`src/shared/bdr_defines.svh`:
```
`ifndef BDR_DEFINES_SVH
`define BDR_DEFINES_SVH

// ----------------------------------------------------------------
// memory-mapped trace module offsets (byte index in the block)
// ----------------------------------------------------------------
`define BDR_OFS_CMP_A_HIGH 4'h0
`define BDR_OFS_CMP_A_LOW 4'h1
`define BDR_OFS_CMP_B_HIGH 4'h2
`define BDR_OFS_CMP_B_LOW 4'h3
`define BDR_OFS_FIFO_HIGH 4'h4
`define BDR_OFS_FIFO_LOW 4'h5
`define BDR_OFS_ARM_CTRL 4'h6
`define BDR_OFS_FORCE_RESET 4'h8

// ----------------------------------------------------------------
// debug_status_control bit positions
// ----------------------------------------------------------------
`define BDR_SC_BKGD_EN 7
`define BDR_SC_BKGD_ACT 6
`define BDR_SC_BKPT_EN 5
`define BDR_SC_FTS 4
`define BDR_SC_CLKSEL 3
`define BDR_SC_WS 2
`define BDR_SC_WSF 1
`define BDR_SC_DVF 0

// ----------------------------------------------------------------
// other field positions and reset values
// ----------------------------------------------------------------
`define BDR_ARM_BIT 0
`define BDR_FRST_BIT 0
`define BDR_CMP_RESET 8'h00
`define BDR_BKPT_RESET 16'h0000
`define BDR_READ_ZERO 8'h00

`endif

```
`src/shared/bdr_pkg.sv`:
```
`default_nettype none

package bdr_pkg;

  // serial command codes seen by the controller
  typedef enum logic [2:0] {
    BDR_CMD_READ_STATUS = 3'h0,
    BDR_CMD_WRITE_CONTROL = 3'h1,
    BDR_CMD_BREAKPOINT_READ = 3'h2,
    BDR_CMD_BREAKPOINT_WRITE = 3'h3,
    BDR_CMD_BACKGROUND = 3'h4,
    BDR_CMD_GO = 3'h5,
    BDR_CMD_MEM_ACCESS = 3'h6,
    BDR_CMD_NOP = 3'h7
  } bdr_cmd_e;

  // cpu run state, one-hot
  typedef enum logic [1:0] {
    BDR_RUN = 2'b01,
    BDR_BKGD = 2'b10
  } bdr_mode_e;

  typedef struct packed {
    bdr_mode_e mode;
    logic bkgd_en;
    logic bkpt_en;
    logic force_tag_select;
    logic clksel;
    logic ws_held;
    logic wait_stop_failure;
    logic [15:0] bkpt_addr;
    logic force_pend;
    logic tag_out;
    logic [7:0] cmp_a_high;
    logic [7:0] cmp_a_low;
    logic [7:0] cmp_b_high;
    logic [7:0] cmp_b_low;
    logic armed;
    logic [7:0] mem_rdata;
    logic fifo_adv;
    logic mcu_reset;
    logic [15:0] cmd_rdata;
    logic cmd_done;
  } bdr_state_s;

endpackage

`default_nettype wire

```
`src/hdl/bdr_top.sv`:
```
// Notes on behaviour
// - 8-bit status/control register, reachable only by serial commands, not memory mapped.
// - 16-bit breakpoint address, only serial breakpoint read/write commands reach it.
// - Writes to background enable are ignored while background mode is active.
// - Four status bits are read-only; write-control never alters them.
// - Background enable stays set until reset; while clear, no background entry.
// - Background-active reads 1 in background mode, 0 while user code runs.
// - Breakpoint enable clear disables breakpoint; select and address then ignored.
// - Force select: address match forces background at next instruction boundary.
// - Tag select: match tags opcode; background only if tagged opcode executes.
// - Clock select resets to 0 (alternate clock), 1 means bus clock; always writable.
// - Wait/stop status is 1 in wait/stop or after background command left it.
// - Background command accepted in wait/stop; other memory commands fail there.
// - Wait/stop failure set when a memory command collides with wait/stop.
// - Data-valid failure never reported; no slow-access memory exists.
// - Force-reset register written only by serial memory writes; reads zero.
// - Writing 1 to the force-reset bit serially produces a full MCU reset.
// - Trace module registers sit in the normal memory map for programs.
// - Comparator bytes reset to zero, always readable, writes blocked while armed.
// - FIFO high byte read-only, ignores writes, reads zero in event-only modes.
// - Reading the FIFO high byte does not advance the FIFO.
// - Reading the FIFO low byte advances the FIFO to the next word.
// - Armed bit set by a write, cleared automatically when the run completes unless the arm register is written in that cycle.

`timescale 1ns/10ps
`default_nettype none

`include "bdr_defines.svh"

module bdr_top (
  // clock and reset
  input wire logic CLOCK,
  input wire logic SYS_RST,
  // serial command channel from the link decoder
  input wire logic CMD_VALID,
  input wire bdr_pkg::bdr_cmd_e CMD_CODE,
  input wire logic [15:0] CMD_WDATA,
  output logic [15:0] CMD_RDATA,
  output logic CMD_DONE,
  // memory-mapped register access
  input wire logic MEM_SEL,
  input wire logic MEM_WR,
  input wire logic MEM_RD,
  input wire logic MEM_SERIAL,
  input wire logic [3:0] MEM_ADDR,
  input wire logic [7:0] MEM_WDATA,
  output logic [7:0] MEM_RDATA,
  // cpu status and address bus
  input wire logic CPU_WAIT_STOP,
  input wire logic [15:0] CPU_ADDR,
  input wire logic CPU_ADDR_VALID,
  input wire logic CPU_OPCODE_FETCH,
  input wire logic CPU_INSTR_BOUNDARY,
  input wire logic CPU_TAG_EXEC,
  // trace module side
  input wire logic [15:0] FIFO_WORD,
  input wire logic EVENT_ONLY_MODE,
  input wire logic RUN_DONE,
  output logic FIFO_ADVANCE,
  output logic TRACE_ARMED,
  output logic [15:0] CMP_A_VALUE,
  output logic [15:0] CMP_B_VALUE,
  // controller outputs to the cpu and system
  output logic BKGD_ACTIVE,
  output logic OPCODE_TAG,
  output logic COMM_CLK_BUS,
  output logic MCU_RESET_REQ
);

  import bdr_pkg::*;

  bdr_state_s s_q;
  bdr_state_s s_d;

  // ----------------------------------------------------------------
  // combinational helpers
  // ----------------------------------------------------------------
  logic in_bkgd;
  logic cmd_take;
  logic bkpt_hit;
  logic mem_write;
  logic mem_read;
  logic enter_bkgd;
  logic [7:0] status_byte;
  logic cmd_bkgd;
  logic cmd_go;

  assign in_bkgd = (s_q.mode == BDR_BKGD);
  assign cmd_take = CMD_VALID;
  assign cmd_bkgd = cmd_take && (CMD_CODE == BDR_CMD_BACKGROUND);
  assign cmd_go = cmd_take && (CMD_CODE == BDR_CMD_GO);
  assign bkpt_hit = s_q.bkpt_en && CPU_ADDR_VALID && (CPU_ADDR == s_q.bkpt_addr);
  assign mem_write = MEM_SEL && MEM_WR;
  assign mem_read = MEM_SEL && MEM_RD;

  // ----------------------------------------------------------------
  // register select
  // ----------------------------------------------------------------
  // one decode shared by the write and read paths, so the two can
  // never disagree about which byte an offset names
  logic sel_cmp_a_high;
  logic sel_cmp_a_low;
  logic sel_cmp_b_high;
  logic sel_cmp_b_low;
  logic sel_fifo_high;
  logic sel_fifo_low;
  logic sel_arm;
  logic sel_force_reset;

  always_comb begin
    sel_cmp_a_high = 1'b0;
    sel_cmp_a_low = 1'b0;
    sel_cmp_b_high = 1'b0;
    sel_cmp_b_low = 1'b0;
    sel_fifo_high = 1'b0;
    sel_fifo_low = 1'b0;
    sel_arm = 1'b0;
    sel_force_reset = 1'b0;
    if (MEM_ADDR == `BDR_OFS_CMP_A_HIGH) begin
      sel_cmp_a_high = 1'b1;
    end else if (MEM_ADDR == `BDR_OFS_CMP_A_LOW) begin
      sel_cmp_a_low = 1'b1;
    end else if (MEM_ADDR == `BDR_OFS_CMP_B_HIGH) begin
      sel_cmp_b_high = 1'b1;
    end else if (MEM_ADDR == `BDR_OFS_CMP_B_LOW) begin
      sel_cmp_b_low = 1'b1;
    end else if (MEM_ADDR == `BDR_OFS_FIFO_HIGH) begin
      sel_fifo_high = 1'b1;
    end else if (MEM_ADDR == `BDR_OFS_FIFO_LOW) begin
      sel_fifo_low = 1'b1;
    end else if (MEM_ADDR == `BDR_OFS_ARM_CTRL) begin
      sel_arm = 1'b1;
    end else if (MEM_ADDR == `BDR_OFS_FORCE_RESET) begin
      sel_force_reset = 1'b1;
    end
  end

  // ----------------------------------------------------------------
  // status byte as the host sees it
  // ----------------------------------------------------------------
  always_comb begin
    status_byte = 8'h00;
    status_byte[`BDR_SC_BKGD_EN] = s_q.bkgd_en;
    status_byte[`BDR_SC_BKGD_ACT] = in_bkgd;
    status_byte[`BDR_SC_BKPT_EN] = s_q.bkpt_en;
    status_byte[`BDR_SC_FTS] = s_q.force_tag_select;
    status_byte[`BDR_SC_CLKSEL] = s_q.clksel;
    status_byte[`BDR_SC_WS] = CPU_WAIT_STOP || s_q.ws_held;
    status_byte[`BDR_SC_WSF] = s_q.wait_stop_failure;
    status_byte[`BDR_SC_DVF] = 1'b0;
  end

  // ----------------------------------------------------------------
  // background entry decision
  // ----------------------------------------------------------------
  // entry is gated by the enable bit; without it, breakpoints and the
  // background command are dropped here and the cpu keeps running
  always_comb begin
    enter_bkgd = 1'b0;
    if (s_q.bkgd_en && !in_bkgd) begin
      if (s_q.force_pend && CPU_INSTR_BOUNDARY) begin
        enter_bkgd = 1'b1;
      end else if (CPU_TAG_EXEC) begin
        enter_bkgd = 1'b1;
      end else if (cmd_bkgd) begin
        enter_bkgd = 1'b1;
      end
    end
  end

  // ----------------------------------------------------------------
  // next state
  // ----------------------------------------------------------------
  always_comb begin
    s_d = s_q;
    s_d.cmd_done = 1'b0;
    s_d.fifo_adv = 1'b0;
    s_d.mcu_reset = 1'b0;
    s_d.tag_out = 1'b0;

    // ----------------------------------------------------------------
    // run state machine
    // ----------------------------------------------------------------
    case (s_q.mode)
      BDR_RUN: begin
        if (enter_bkgd) begin
          s_d.mode = BDR_BKGD;
          // remember that the cpu was parked in wait or stop
          s_d.ws_held = CPU_WAIT_STOP;
        end
      end
      BDR_BKGD: begin
        if (cmd_go) begin
          s_d.mode = BDR_RUN;
          s_d.ws_held = 1'b0;
        end
      end
      default: begin
        s_d.mode = BDR_RUN;
      end
    endcase

    // ----------------------------------------------------------------
    // breakpoint matching
    // ----------------------------------------------------------------
    // a force request waits for the boundary; a new match while one
    // is already pending merges with it
    if (!s_q.bkpt_en) begin
      s_d.force_pend = 1'b0;
    end else if (enter_bkgd) begin
      s_d.force_pend = 1'b0;
    end else if (s_q.force_pend && CPU_INSTR_BOUNDARY) begin
      // a request refused for want of the enable is spent at its
      // boundary, so a later enable cannot fire a stale break
      s_d.force_pend = 1'b0;
    end else if (bkpt_hit && s_q.force_tag_select && !in_bkgd) begin
      s_d.force_pend = 1'b1;
    end
    if (bkpt_hit && !s_q.force_tag_select && CPU_OPCODE_FETCH && !in_bkgd) begin
      s_d.tag_out = 1'b1;
    end

    // ----------------------------------------------------------------
    // serial commands
    // ----------------------------------------------------------------
    if (cmd_take) begin
      s_d.cmd_done = 1'b1;
      s_d.cmd_rdata = 16'h0000;
      case (CMD_CODE)
        BDR_CMD_READ_STATUS: begin
          s_d.cmd_rdata = {8'h00, status_byte};
        end
        BDR_CMD_WRITE_CONTROL: begin
          // enable is sticky, and frozen while background is active
          if (!in_bkgd && CMD_WDATA[`BDR_SC_BKGD_EN]) begin
            s_d.bkgd_en = 1'b1;
          end
          s_d.bkpt_en = CMD_WDATA[`BDR_SC_BKPT_EN];
          s_d.force_tag_select = CMD_WDATA[`BDR_SC_FTS];
          s_d.clksel = CMD_WDATA[`BDR_SC_CLKSEL];
          // status bits are not taken from the write data
        end
        BDR_CMD_BREAKPOINT_READ: begin
          s_d.cmd_rdata = s_q.bkpt_addr;
        end
        BDR_CMD_BREAKPOINT_WRITE: begin
          s_d.bkpt_addr = CMD_WDATA;
        end
        BDR_CMD_MEM_ACCESS: begin
          // a memory command cannot complete while the cpu sleeps
          if (CPU_WAIT_STOP) begin
            s_d.wait_stop_failure = 1'b1;
          end else begin
            s_d.wait_stop_failure = 1'b0;
          end
        end
        default: begin
          s_d.cmd_rdata = 16'h0000;
        end
      endcase
    end

    // ----------------------------------------------------------------
    // memory-mapped registers
    // ----------------------------------------------------------------
    if (mem_write) begin
      if (sel_cmp_a_high) begin
        if (!s_q.armed) begin
          s_d.cmp_a_high = MEM_WDATA;
        end
      end else if (sel_cmp_a_low) begin
        if (!s_q.armed) begin
          s_d.cmp_a_low = MEM_WDATA;
        end
      end else if (sel_cmp_b_high) begin
        if (!s_q.armed) begin
          s_d.cmp_b_high = MEM_WDATA;
        end
      end else if (sel_cmp_b_low) begin
        if (!s_q.armed) begin
          s_d.cmp_b_low = MEM_WDATA;
        end
      end else if (sel_arm) begin
        s_d.armed = MEM_WDATA[`BDR_ARM_BIT];
      end else if (sel_force_reset) begin
        // program writes are dropped; only the serial path may reset
        if (MEM_SERIAL && MEM_WDATA[`BDR_FRST_BIT]) begin
          s_d.mcu_reset = 1'b1;
        end
      end
      // fifo bytes ignore writes
    end

    // run completion clears the arm bit unless software arms again
    // in the same cycle, so a fresh arm is never lost
    if (RUN_DONE && !(mem_write && sel_arm)) begin
      s_d.armed = 1'b0;
    end

    if (mem_read) begin
      if (sel_cmp_a_high) begin
        s_d.mem_rdata = s_q.cmp_a_high;
      end else if (sel_cmp_a_low) begin
        s_d.mem_rdata = s_q.cmp_a_low;
      end else if (sel_cmp_b_high) begin
        s_d.mem_rdata = s_q.cmp_b_high;
      end else if (sel_cmp_b_low) begin
        s_d.mem_rdata = s_q.cmp_b_low;
      end else if (sel_fifo_high) begin
        // high byte is unused when only data bytes are traced
        if (EVENT_ONLY_MODE) begin
          s_d.mem_rdata = `BDR_READ_ZERO;
        end else begin
          s_d.mem_rdata = FIFO_WORD[15:8];
        end
      end else if (sel_fifo_low) begin
        s_d.mem_rdata = FIFO_WORD[7:0];
        s_d.fifo_adv = 1'b1;
      end else if (sel_arm) begin
        s_d.mem_rdata = {7'h00, s_q.armed};
      end else if (sel_force_reset) begin
        s_d.mem_rdata = `BDR_READ_ZERO;
      end else begin
        s_d.mem_rdata = `BDR_READ_ZERO;
      end
    end
  end

  // ----------------------------------------------------------------
  // state register
  // ----------------------------------------------------------------
  always_ff @(posedge CLOCK) begin
    if (SYS_RST) begin
      s_q.mode <= BDR_RUN;
      s_q.bkgd_en <= 1'b0;
      s_q.bkpt_en <= 1'b0;
      s_q.force_tag_select <= 1'b0;
      s_q.clksel <= 1'b0;
      s_q.ws_held <= 1'b0;
      s_q.wait_stop_failure <= 1'b0;
      s_q.bkpt_addr <= `BDR_BKPT_RESET;
      s_q.force_pend <= 1'b0;
      s_q.tag_out <= 1'b0;
      s_q.cmp_a_high <= `BDR_CMP_RESET;
      s_q.cmp_a_low <= `BDR_CMP_RESET;
      s_q.cmp_b_high <= `BDR_CMP_RESET;
      s_q.cmp_b_low <= `BDR_CMP_RESET;
      s_q.armed <= 1'b0;
      s_q.mem_rdata <= 8'h00;
      s_q.fifo_adv <= 1'b0;
      s_q.mcu_reset <= 1'b0;
      s_q.cmd_rdata <= 16'h0000;
      s_q.cmd_done <= 1'b0;
    end else begin
      s_q <= s_d;
    end
  end

  // ----------------------------------------------------------------
  // outputs, all straight from the state register
  // ----------------------------------------------------------------
  assign CMD_RDATA = s_q.cmd_rdata;
  assign CMD_DONE = s_q.cmd_done;
  assign MEM_RDATA = s_q.mem_rdata;
  assign FIFO_ADVANCE = s_q.fifo_adv;
  assign TRACE_ARMED = s_q.armed;
  assign CMP_A_VALUE = {s_q.cmp_a_high, s_q.cmp_a_low};
  assign CMP_B_VALUE = {s_q.cmp_b_high, s_q.cmp_b_low};
  assign BKGD_ACTIVE = s_q.mode[1]; // one-hot background flop itself
  assign OPCODE_TAG = s_q.tag_out;
  assign COMM_CLK_BUS = s_q.clksel;
  assign MCU_RESET_REQ = s_q.mcu_reset;

endmodule

`default_nettype wire

```
`config.mk`:
```
export PLATFORM = sky130hd
export DESIGN_NAME = bdr_top
export DESIGN_NICKNAME = d
export VERILOG_FILES = /design/src/shared/bdr_pkg.sv /design/src/hdl/bdr_top.sv
export VERILOG_INCLUDE_DIRS = /design/src /design/src/shared
export SDC_FILE = /design/constraint.sdc
export NUM_CORES = 1
export LEC_CHECK = 0
export ABC_AREA = 1
export BUFFER_PORTS_ARGS = -buffer_cell sky130_fd_sc_hd__buf_2
export CAP_MARGIN = 20
export CORE_MARGIN = 1.5
export CORE_UTILIZATION = 31
export DETAILED_ROUTE_END_ITERATION = 16
export SYNTH_ARGS = -nofsm -noshare
export SYNTH_HDL_FRONTEND = slang
export SYNTH_SLANG_ARGS = --single-unit
```
`constraint.sdc`:
```
create_clock -name CLOCK -period 2.15 [get_ports CLOCK]
set_input_delay 0.43 -clock CLOCK [delete_from_list [all_inputs] [get_ports CLOCK]]
set_output_delay 0.43 -clock CLOCK [all_outputs]
set_load 0.05 [all_outputs]
```
# Word-level counts from Yosys, hierarchy flattened
# Cells that the tools add are included.
[word_totals]
latchBits = 0
register_bits = 86
mem_bits_ro = 0
ram_bits = 0
wordCells = 146
out_inout_bits = 63
n_memories = 0
input_bits = 77
[classes]
bitwise = 9
mux = 60
n_eq_ne = 18
n_shift = 0
add_sub_neg = 0
multipliers = 0
reduce_logical = 39
div_mod_pow = 0
order_cmp = 0
[ops]
columns = ["cell", "count"]
rows = [
  ["2-to-1 mux 8 bit", 7],
  ["2-to-1 mux 1 bit", 48],
  ["one-hot mux 16 bit (2 select lines)", 1],
  ["logical AND 1 bit", 17],
  ["equality test 16 bit", 1],
  ["equality test 4 x 3 -> 1 bit (second input constant)", 3],
  ["AND reduction 6 bit", 2],
  ["equality test 3 bit (second input constant)", 3],
  ["NOT 1 bit", 9],
  ["AND reduction 3 bit", 3],
  ["equality test 4 x 2 -> 1 bit (second input constant)", 2],
  ["AND reduction 2 bit", 4],
  ["OR reduction 8 bit", 1],
  ["OR reduction 7 bit", 1],
  ["equality test 3 x 2 -> 1 bit (second input constant)", 2],
  ["AND reduction 5 bit", 1],
  ["equality test 4 x 1 -> 1 bit (second input constant)", 1],
  ["equality test 4 bit (second input constant)", 1],
  ["zero test 4 bit", 1],
  ["2-to-1 mux 2 bit", 2],
  ["one-hot mux 2 bit (2 select lines)", 1],
  ["AND reduction 4 bit", 1],
  ["OR reduction 4 bit", 1],
  ["equality test 3 x 1 -> 1 bit (second input constant)", 1],
  ["10 further kinds", 12],
]

# Depth between registers and ports, before layout
# Gate-level depths: netlist (run 1).
[logic_depth]
ltp_word = 15
ltp_mapped = 10
depth_no_buf = 10

# Worst setup path before layout (run 1)
# OpenSTA, ideal clock, no wires.
[synth_timing]
path_type = "reg2reg"
from = "register s_q (netlist bit TRACE_ARMED)"
to = "register s_q (netlist bit CMP_B_VALUE[2])"
path_stages_with_launch = 8
required_time_ns = 2.084
arrival_ns = 1.476
period_less_slack_ns = 1.542
setup_slack_ns = 0.608
setup_ns = 0.066
n_path_buf = 1
cell_sequence = "dfxtp_1 -> nor2_2 -> inv_1 -> nor2_4 -> inv_2 -> buf_6 -> o21ai_2 -> a21oi_2"
[synth_between]
elab_chain_len = 2
[synth_lines]
columns = ["item", "line_no", "rtl"]
rows = [
  ["start, declared", "bdr_top.sv:72", "bdr_state_s s_q;"],
  ["NOT 1 bit (no line)", "n/a", ""],
  ["AND reduction 6 bit (no line)", "n/a", ""],
]
# Every way passes these cells.
# A chain may end at the register's enable or synchronous reset.

# Worst setup path after layout (run 1)
[layout_timing]
from = "register s_q (netlist bit CMP_A_VALUE[7])"
to = "output CMP_A_VALUE[7]"
[layout_rtl]
columns = ["item", "line_no", "rtl"]
rows = [
  ["end, declared", "bdr_top.sv:61", "output logic [15:0] CMP_A_VALUE,"],
]
# No word-level cell between the ends.

==> results.sh, run 1 <==
export IMPL_synth_flop_cell="dfxtp_1"
export IMPL_yosysMostFrequentCell="nand2_1"
export IMPL_rows=44
export IMPL_worst_pin_slew_ns=0.548
export IMPL_worstPathArrival_ns=1.06
export IMPL_hold_viol_final=0
export IMPL_grt_util_all_layers=0.174
export IMPL_grt_pass1_wl_mm=21.2
export IMPL_root_buffer="clkbuf_16"
export IMPL_cts_tree="yes"
export IMPL_synth_seq_cells=86
export IMPL_wire_per_inst_um=14.8
export IMPL_ctsHoldBuffers=0
export IMPL_drt_iter0_drc=206
export IMPL_core_area_sq_um=14500
export IMPL_area_growth_synth_to_final_pct=15.8
export IMPL_p_leak_nw=2.48
export IMPL_die_width_um=125
export IMPL_vdd_ir_drop_max_mv=0.428
export IMPL_die_area_sq_um=15600
export IMPL_maxSlewViolCount=0
export IMPL_vias_per_cell=4.65
export IMPL_drt_pass1_iter_count=5
export IMPL_cts_max_level=3
export IMPL_ant_nets=0
export IMPL_status="complete, no violations"
export IMPL_start_util=0.317
export IMPL_yosysSeqAreaShare=0.374
export IMPL_cap_viol_max_count=0
export IMPL_grt_pass1_vias=4122
export IMPL_p_per_area_nw_per_um2=685
export IMPL_r2r_cells=6
export IMPL_period_minus_slack_ns=1.49
export IMPL_clk_latency_ns=0.35
export IMPL_path_max_fanout=3
export IMPL_slowest_delay_ns=0.41
export IMPL_yosys_area_top_type="dfxtp_1"
export IMPL_path_class="flip-flop to output port"
export IMPL_setup_viol=0
export IMPL_synth_nets=723
export IMPL_dr_total_vias=4254
export IMPL_synthCells=646
export IMPL_syn_area_per_cell_sq_um=7.13
export IMPL_io_pins=140
export IMPL_die_y_um=125
export IMPL_cp_slowest_cell="dfxtp_1"
export IMPL_finClkSkew_ns=0.00553
export IMPL_async_flop_share=0
export IMPL_fin_ws_ns=0.663
export IMPL_ff_latch_area_sq_um=1720
export IMPL_whs_ns=0.312
export IMPL_post_cts_resized=0
export IMPL_cts_setup_buffers=0
export IMPL_grt_antenna_before_repair=0
export IMPL_clk_path_buf_depth=2
export IMPL_hold_path_class="primary input to flip-flop"
export IMPL_cp_cell_sequence="buf_2"
export IMPL_synth_distinct_cells=39
export IMPL_io_buffers=139
export IMPL_fmax_ghz=0.673
export IMPL_synth_edff_count=0
export IMPL_synthTopCellsByArea="dfxtp_1 (37%), buf_4 (9.3%), nand2_1 (8.9%)"
export IMPL_wl_mm=13.5
export IMPL_hold_path_end="s_q[62]"
export IMPL_setup_worst_path_end_class="output port"
export IMPL_dp_slack_ns=0.456
export IMPL_grt_max_degree=56
export IMPL_cp_start_kind="flip-flop"
export IMPL_place_congestion=0.842
export IMPL_synth_top_cell_area_share=0.374
export IMPL_cp_required_ns=1.72
export IMPL_grt_ovfl_total=0
export IMPL_n_antenna_cell=0
export IMPL_cp_top_family="flip-flops"
export IMPL_fin_tns_setup_ns=0
export IMPL_synth_area_sq_um=4610
export IMPL_numCtsBuffers=9
export IMPL_relSlewSlack=0.635
export IMPL_hold_depth=3
export IMPL_rsz0062_at_grt="false"
export IMPL_multi_input_area_sq_um=2080
export IMPL_yosys_warnings=0
export IMPL_final_util=0.367
export IMPL_n_fill_cell=1624
export IMPL_cts_clk_slew_worst_paths_ns=0.07
export IMPL_nets=803
export IMPL_drc_errors=0
export IMPL_worst_path_buf_inv=1
export IMPL_drive_above_1_share=0.280
export IMPL_dpl_hpwl_mm=10.4
export IMPL_fin_crit_sh=0.691
export IMPL_crit_reg2reg_launch="TRACE_ARMED"
export IMPL_cts_sinks=86
export IMPL_r2r_end="CMP_A_VALUE[10]"
export IMPL_reg2reg_slack_ns=0.73
export IMPL_hold_start="CMD_WDATA[0]"
export IMPL_ys_top_cells_by_count="nand2_1 (109), nor2_1 (100), dfxtp_1 (86)"
## stage by stage
| step | instances | cell area [sq um] | power [mW] |
|---|---|---|---|
| after floorplan | 646 | 4610 | 1.94 |
| after global placement | 899 | 5030 | 2.08 |
| after detailed placement | 899 | 5030 | 2.08 |
| after CTS | 915 | 5340 | 3.69 |
| after global routing | 915 | 5340 | 3.79 |
| final | 915 | 5340 | 3.66 |
## layer usage
layer,vias up,wire [um],global-route usage
met5,-,0,0
met1,1886,5790,0.206
li1,2192,-,-
met3,9,866,0.0455
met4,0,116,0.0434
met2,167,6750,0.312
## final cells by class
cell class	count	area share
clock buffer	11	0.0455
clock inverter	5	0.0110
inverter	68	0.0506
multi-input combinational	417	0.390
sequential	86	0.323
tap	184	0.0431
timing repair buffer	144	0.137
## power breakdown
group          internal (mW)  switching, mW
clock                  0.933          0.675
combinational          0.129          0.276
sequential              1.62         0.0212
## layout by cell type (no fill, tap or decap), drive strengths merged
cell type  instances
o21ai             64
dfxtp             86
buf              144
o211a              1
xnor2              2
nand3b             1
clkbuf            11
clkinvlp           2
nor4               2
nand4             22
xor2               2
nor3               5
a31oi              1
bufinv             1
o21bai             1
o31ai              1
nand3             32
nand2            114
a21oi             54
clkinv             5
o22ai              3
inv               65
nor2             112
## how the worst max path moves through the flow
stage	from	endpoint	slack, ns	cells after the start
floorplan	TRACE_ARMED	CMP_B_VALUE[2]	0.61	7
global placement	MEM_ADDR[3]	CMP_B_VALUE[5]	0.48	7
detailed placement	MEM_SEL	MEM_RDATA[7]	0.46	6
CTS	CMP_B_VALUE[15]	CMP_B_VALUE[15]	0.66	1
global route	TRACE_ARMED	CMP_A_VALUE[15]	0.59	6
finish	CMP_A_VALUE[7]	CMP_A_VALUE[7]	0.66	1
## flip-flops by register name, summed over array words and instances, names as in the netlist
register,cells
CMD_DONE,1
MEM_RDATA,8
FIFO_ADVANCE,1
BKGD_ACTIVE,1
CMP_A_VALUE,16
OPCODE_TAG,1
s_q,23
CMD_RDATA,16
TRACE_ARMED,1
COMM_CLK_BUS,1
MCU_RESET_REQ,1
CMP_B_VALUE,16
## logic make-up after synthesis
family / synth area share
simple gates: 0.293
buf+inv: 0.175
xor+xnor: 0.00761
compound gates: 0.150
flops: 0.374
No activity file was read; power rests on OpenSTA's default activity.
==> run 2, diff against run 1 <==
==> constraint.sdc (replaced) <==
create_clock -name CLOCK -period 1.4 [get_ports CLOCK]
set_input_delay 0.28 -clock CLOCK [delete_from_list [all_inputs] [get_ports CLOCK]]
set_output_delay 0.28 -clock CLOCK [all_outputs]
set_load 0.05 [all_outputs]
==> results.sh, run 2 (synthesis gave the netlist of run 1 again) <==
export IMPL_cts_clk_slew_worst_paths_ns=0.07
export IMPL_comb_power_share=0.126
export IMPL_cts_setup_buffers=0
export IMPL_fin_crit_sh=0.947
export IMPL_cp_start_kind="flip-flop"
export IMPL_root_buffer="clkbuf_16"
export IMPL_period_minus_slack_ns=1.33
export IMPL_pwr_share_clk=0.416
export IMPL_p_sw_frac=0.281
export IMPL_worstPathArrival_ns=1.05
export IMPL_seq_power_share=0.459
export IMPL_startpoint="CMP_A_VALUE[0]"
export IMPL_path_class="flip-flop to output port"
export IMPL_final_common_cell="buf_2"
export IMPL_numCtsBuffers=9
export IMPL_io_pins=140
export IMPL_fin_tns_setup_ns=0
export IMPL_design_area_sq_um=5550
export IMPL_cap_viol_max_count=0
export IMPL_dr_total_vias=4357
export IMPL_grt_max_degree=35
export IMPL_largest_reg_flops=23
export IMPL_setup_viol=0
export IMPL_clk_latency_ns=0.35
export IMPL_rsz0062_at_grt="false"
export IMPL_drt_iter0_drc=182
export IMPL_p_int_mw=3.95
export IMPL_cp_slowest_cell="dfxtp_1"
export IMPL_fmax_ghz=0.754
export IMPL_vdd_ir_drop_max_mv=0.540
export IMPL_hold_path_class="primary input to flip-flop"
export IMPL_nets=824
export IMPL_io_buffers=139
export IMPL_ant_nets=0
export IMPL_hold_viol_final=0
export IMPL_maxSlewViolCount=0
export IMPL_relSlewSlack=0.725
export IMPL_p_per_area_nw_per_um2=990
export IMPL_rows=44
export IMPL_vias_per_cell=4.65
export IMPL_p_leak_nw=2.60
export IMPL_cts_max_level=3
export IMPL_crit_reg2reg_launch="TRACE_ARMED"
export IMPL_grt_pass1_vias=4107
export IMPL_grt_util_all_layers=0.176
export IMPL_wire_per_inst_um=14.7
export IMPL_die_area_sq_um=15600
export IMPL_cts_sinks=86
export IMPL_dpl_hpwl_mm=10.8
export IMPL_slowest_delay_ns=0.40
export IMPL_die_y_um=125
export IMPL_grt_pass1_wl_mm=21.7
export IMPL_n_antenna_cell=0
export IMPL_place_congestion=0.828
export IMPL_p_sw_mw=1.54
export IMPL_final_util=0.382
export IMPL_clk_path_buf_depth=2
export IMPL_top_register="s_q"
export IMPL_placed_area_sq_um=5270
export IMPL_worst_pin_slew_ns=0.412
export IMPL_wl_mm=13.8
export IMPL_worst_path_buf_inv=1
export IMPL_start_util=0.317
export IMPL_cp_cell_sequence="buf_2"
export IMPL_cp_required_ns=1.12
export IMPL_drive_above_1_share=0.303
export IMPL_final_cell_mix="buf_2 (139), nand2_1 (109), nor2_1 (100)"
export IMPL_grt_antenna_before_repair=0
export IMPL_cp_top_family="flip-flops"
export IMPL_hold_start="CMD_WDATA[0]"
export IMPL_drt_pass1_iter_count=4
export IMPL_drc_errors=0
export IMPL_setup_worst_path_end_class="output port"
export IMPL_cts_tree="yes"
export IMPL_die_width_um=125
export IMPL_grt_ovfl_total=0
export IMPL_path_max_fanout=3
export IMPL_core_area_sq_um=14500
export IMPL_status="complete, no violations"
export IMPL_finClkSkew_ns=0.00915
export IMPL_area_growth_synth_to_final_pct=20.4
## run 2: cell count changes in the layout (fill, tap and decap cells not counted), sizes merged
| cell | change |
|---|---|
| clkbuf | -1 |
| inv | +1 |
| clkinv | +1 |
| buf | +21 |
| bufinv | -1 |
## run 2: what timing repair did
| action | in CTS | in global routing |
|---|---|---|
| hold buffers | 0 | 0 |
| resized for setup | 0 | 1 |
| endpoints found under the setup margin | 0 | 1 |
## run 2: area by class of cell
cell class,instances,area (sq um)
inverter,68,270
multi-input combinational,417,2080
tap,184,230
sequential,86,1720
clock buffer,10,229
fill,1581,8990
clock inverter,6,46.3
timing repair buffer,165,966
## run 2: power by group through the flow
stage / Clock (mW) / Combinational, mW / Sequential (mW)
finish: 2.28 / 0.689 / 2.52
global route: 2.41 / 0.754 / 2.52
CTS: 2.32 / 0.692 / 2.52
detailed placement: 0 / 0.689 / 2.57
global placement: 0 / 0.688 / 2.57
floorplan: 0 / 0.398 / 2.58
## run 2: path summary, 6_finish.rpt
kind                                        to  slack (ns)  cells past startpoint
worst min register to register    CMD_RDATA[2]        0.46                      2
worst max register to register  CMP_B_VALUE[5]        0.13                      6
worst min-delay path                   s_q[62]        0.16                      3
worst max-delay path            CMP_A_VALUE[0]        0.07                      1
## run 2: layer usage
| layer | GRT usage | routed length (um) | vias to the layer above |
|---|---|---|---|
| met4 | 0.0508 | 216 | 0 |
| met5 | 0 | 0 | - |
| li1 | - | - | 2248 |
| met2 | 0.309 | 6810 | 140 |
| met3 | 0.0331 | 711 | 19 |
| met1 | 0.220 | 6030 | 1950 |
## run 2: per-stage QoR
step | setup WS, ns | hold slack, ns | instances | power (mW)
4_1_cts | 0.0676 | 0.163 | 936 | 5.53
3_3_place_gp | -0.0103 | 0.450 | 920 | 3.26
5_1_grt | 0.0297 | 0.175 | 936 | 5.69
6_report | 0.0743 | 0.163 | 936 | 5.49
2_1_floorplan | 0.0219 | 0.408 | 646 | 2.97
3_5_place_dp | -0.0197 | 0.453 | 920 | 3.26
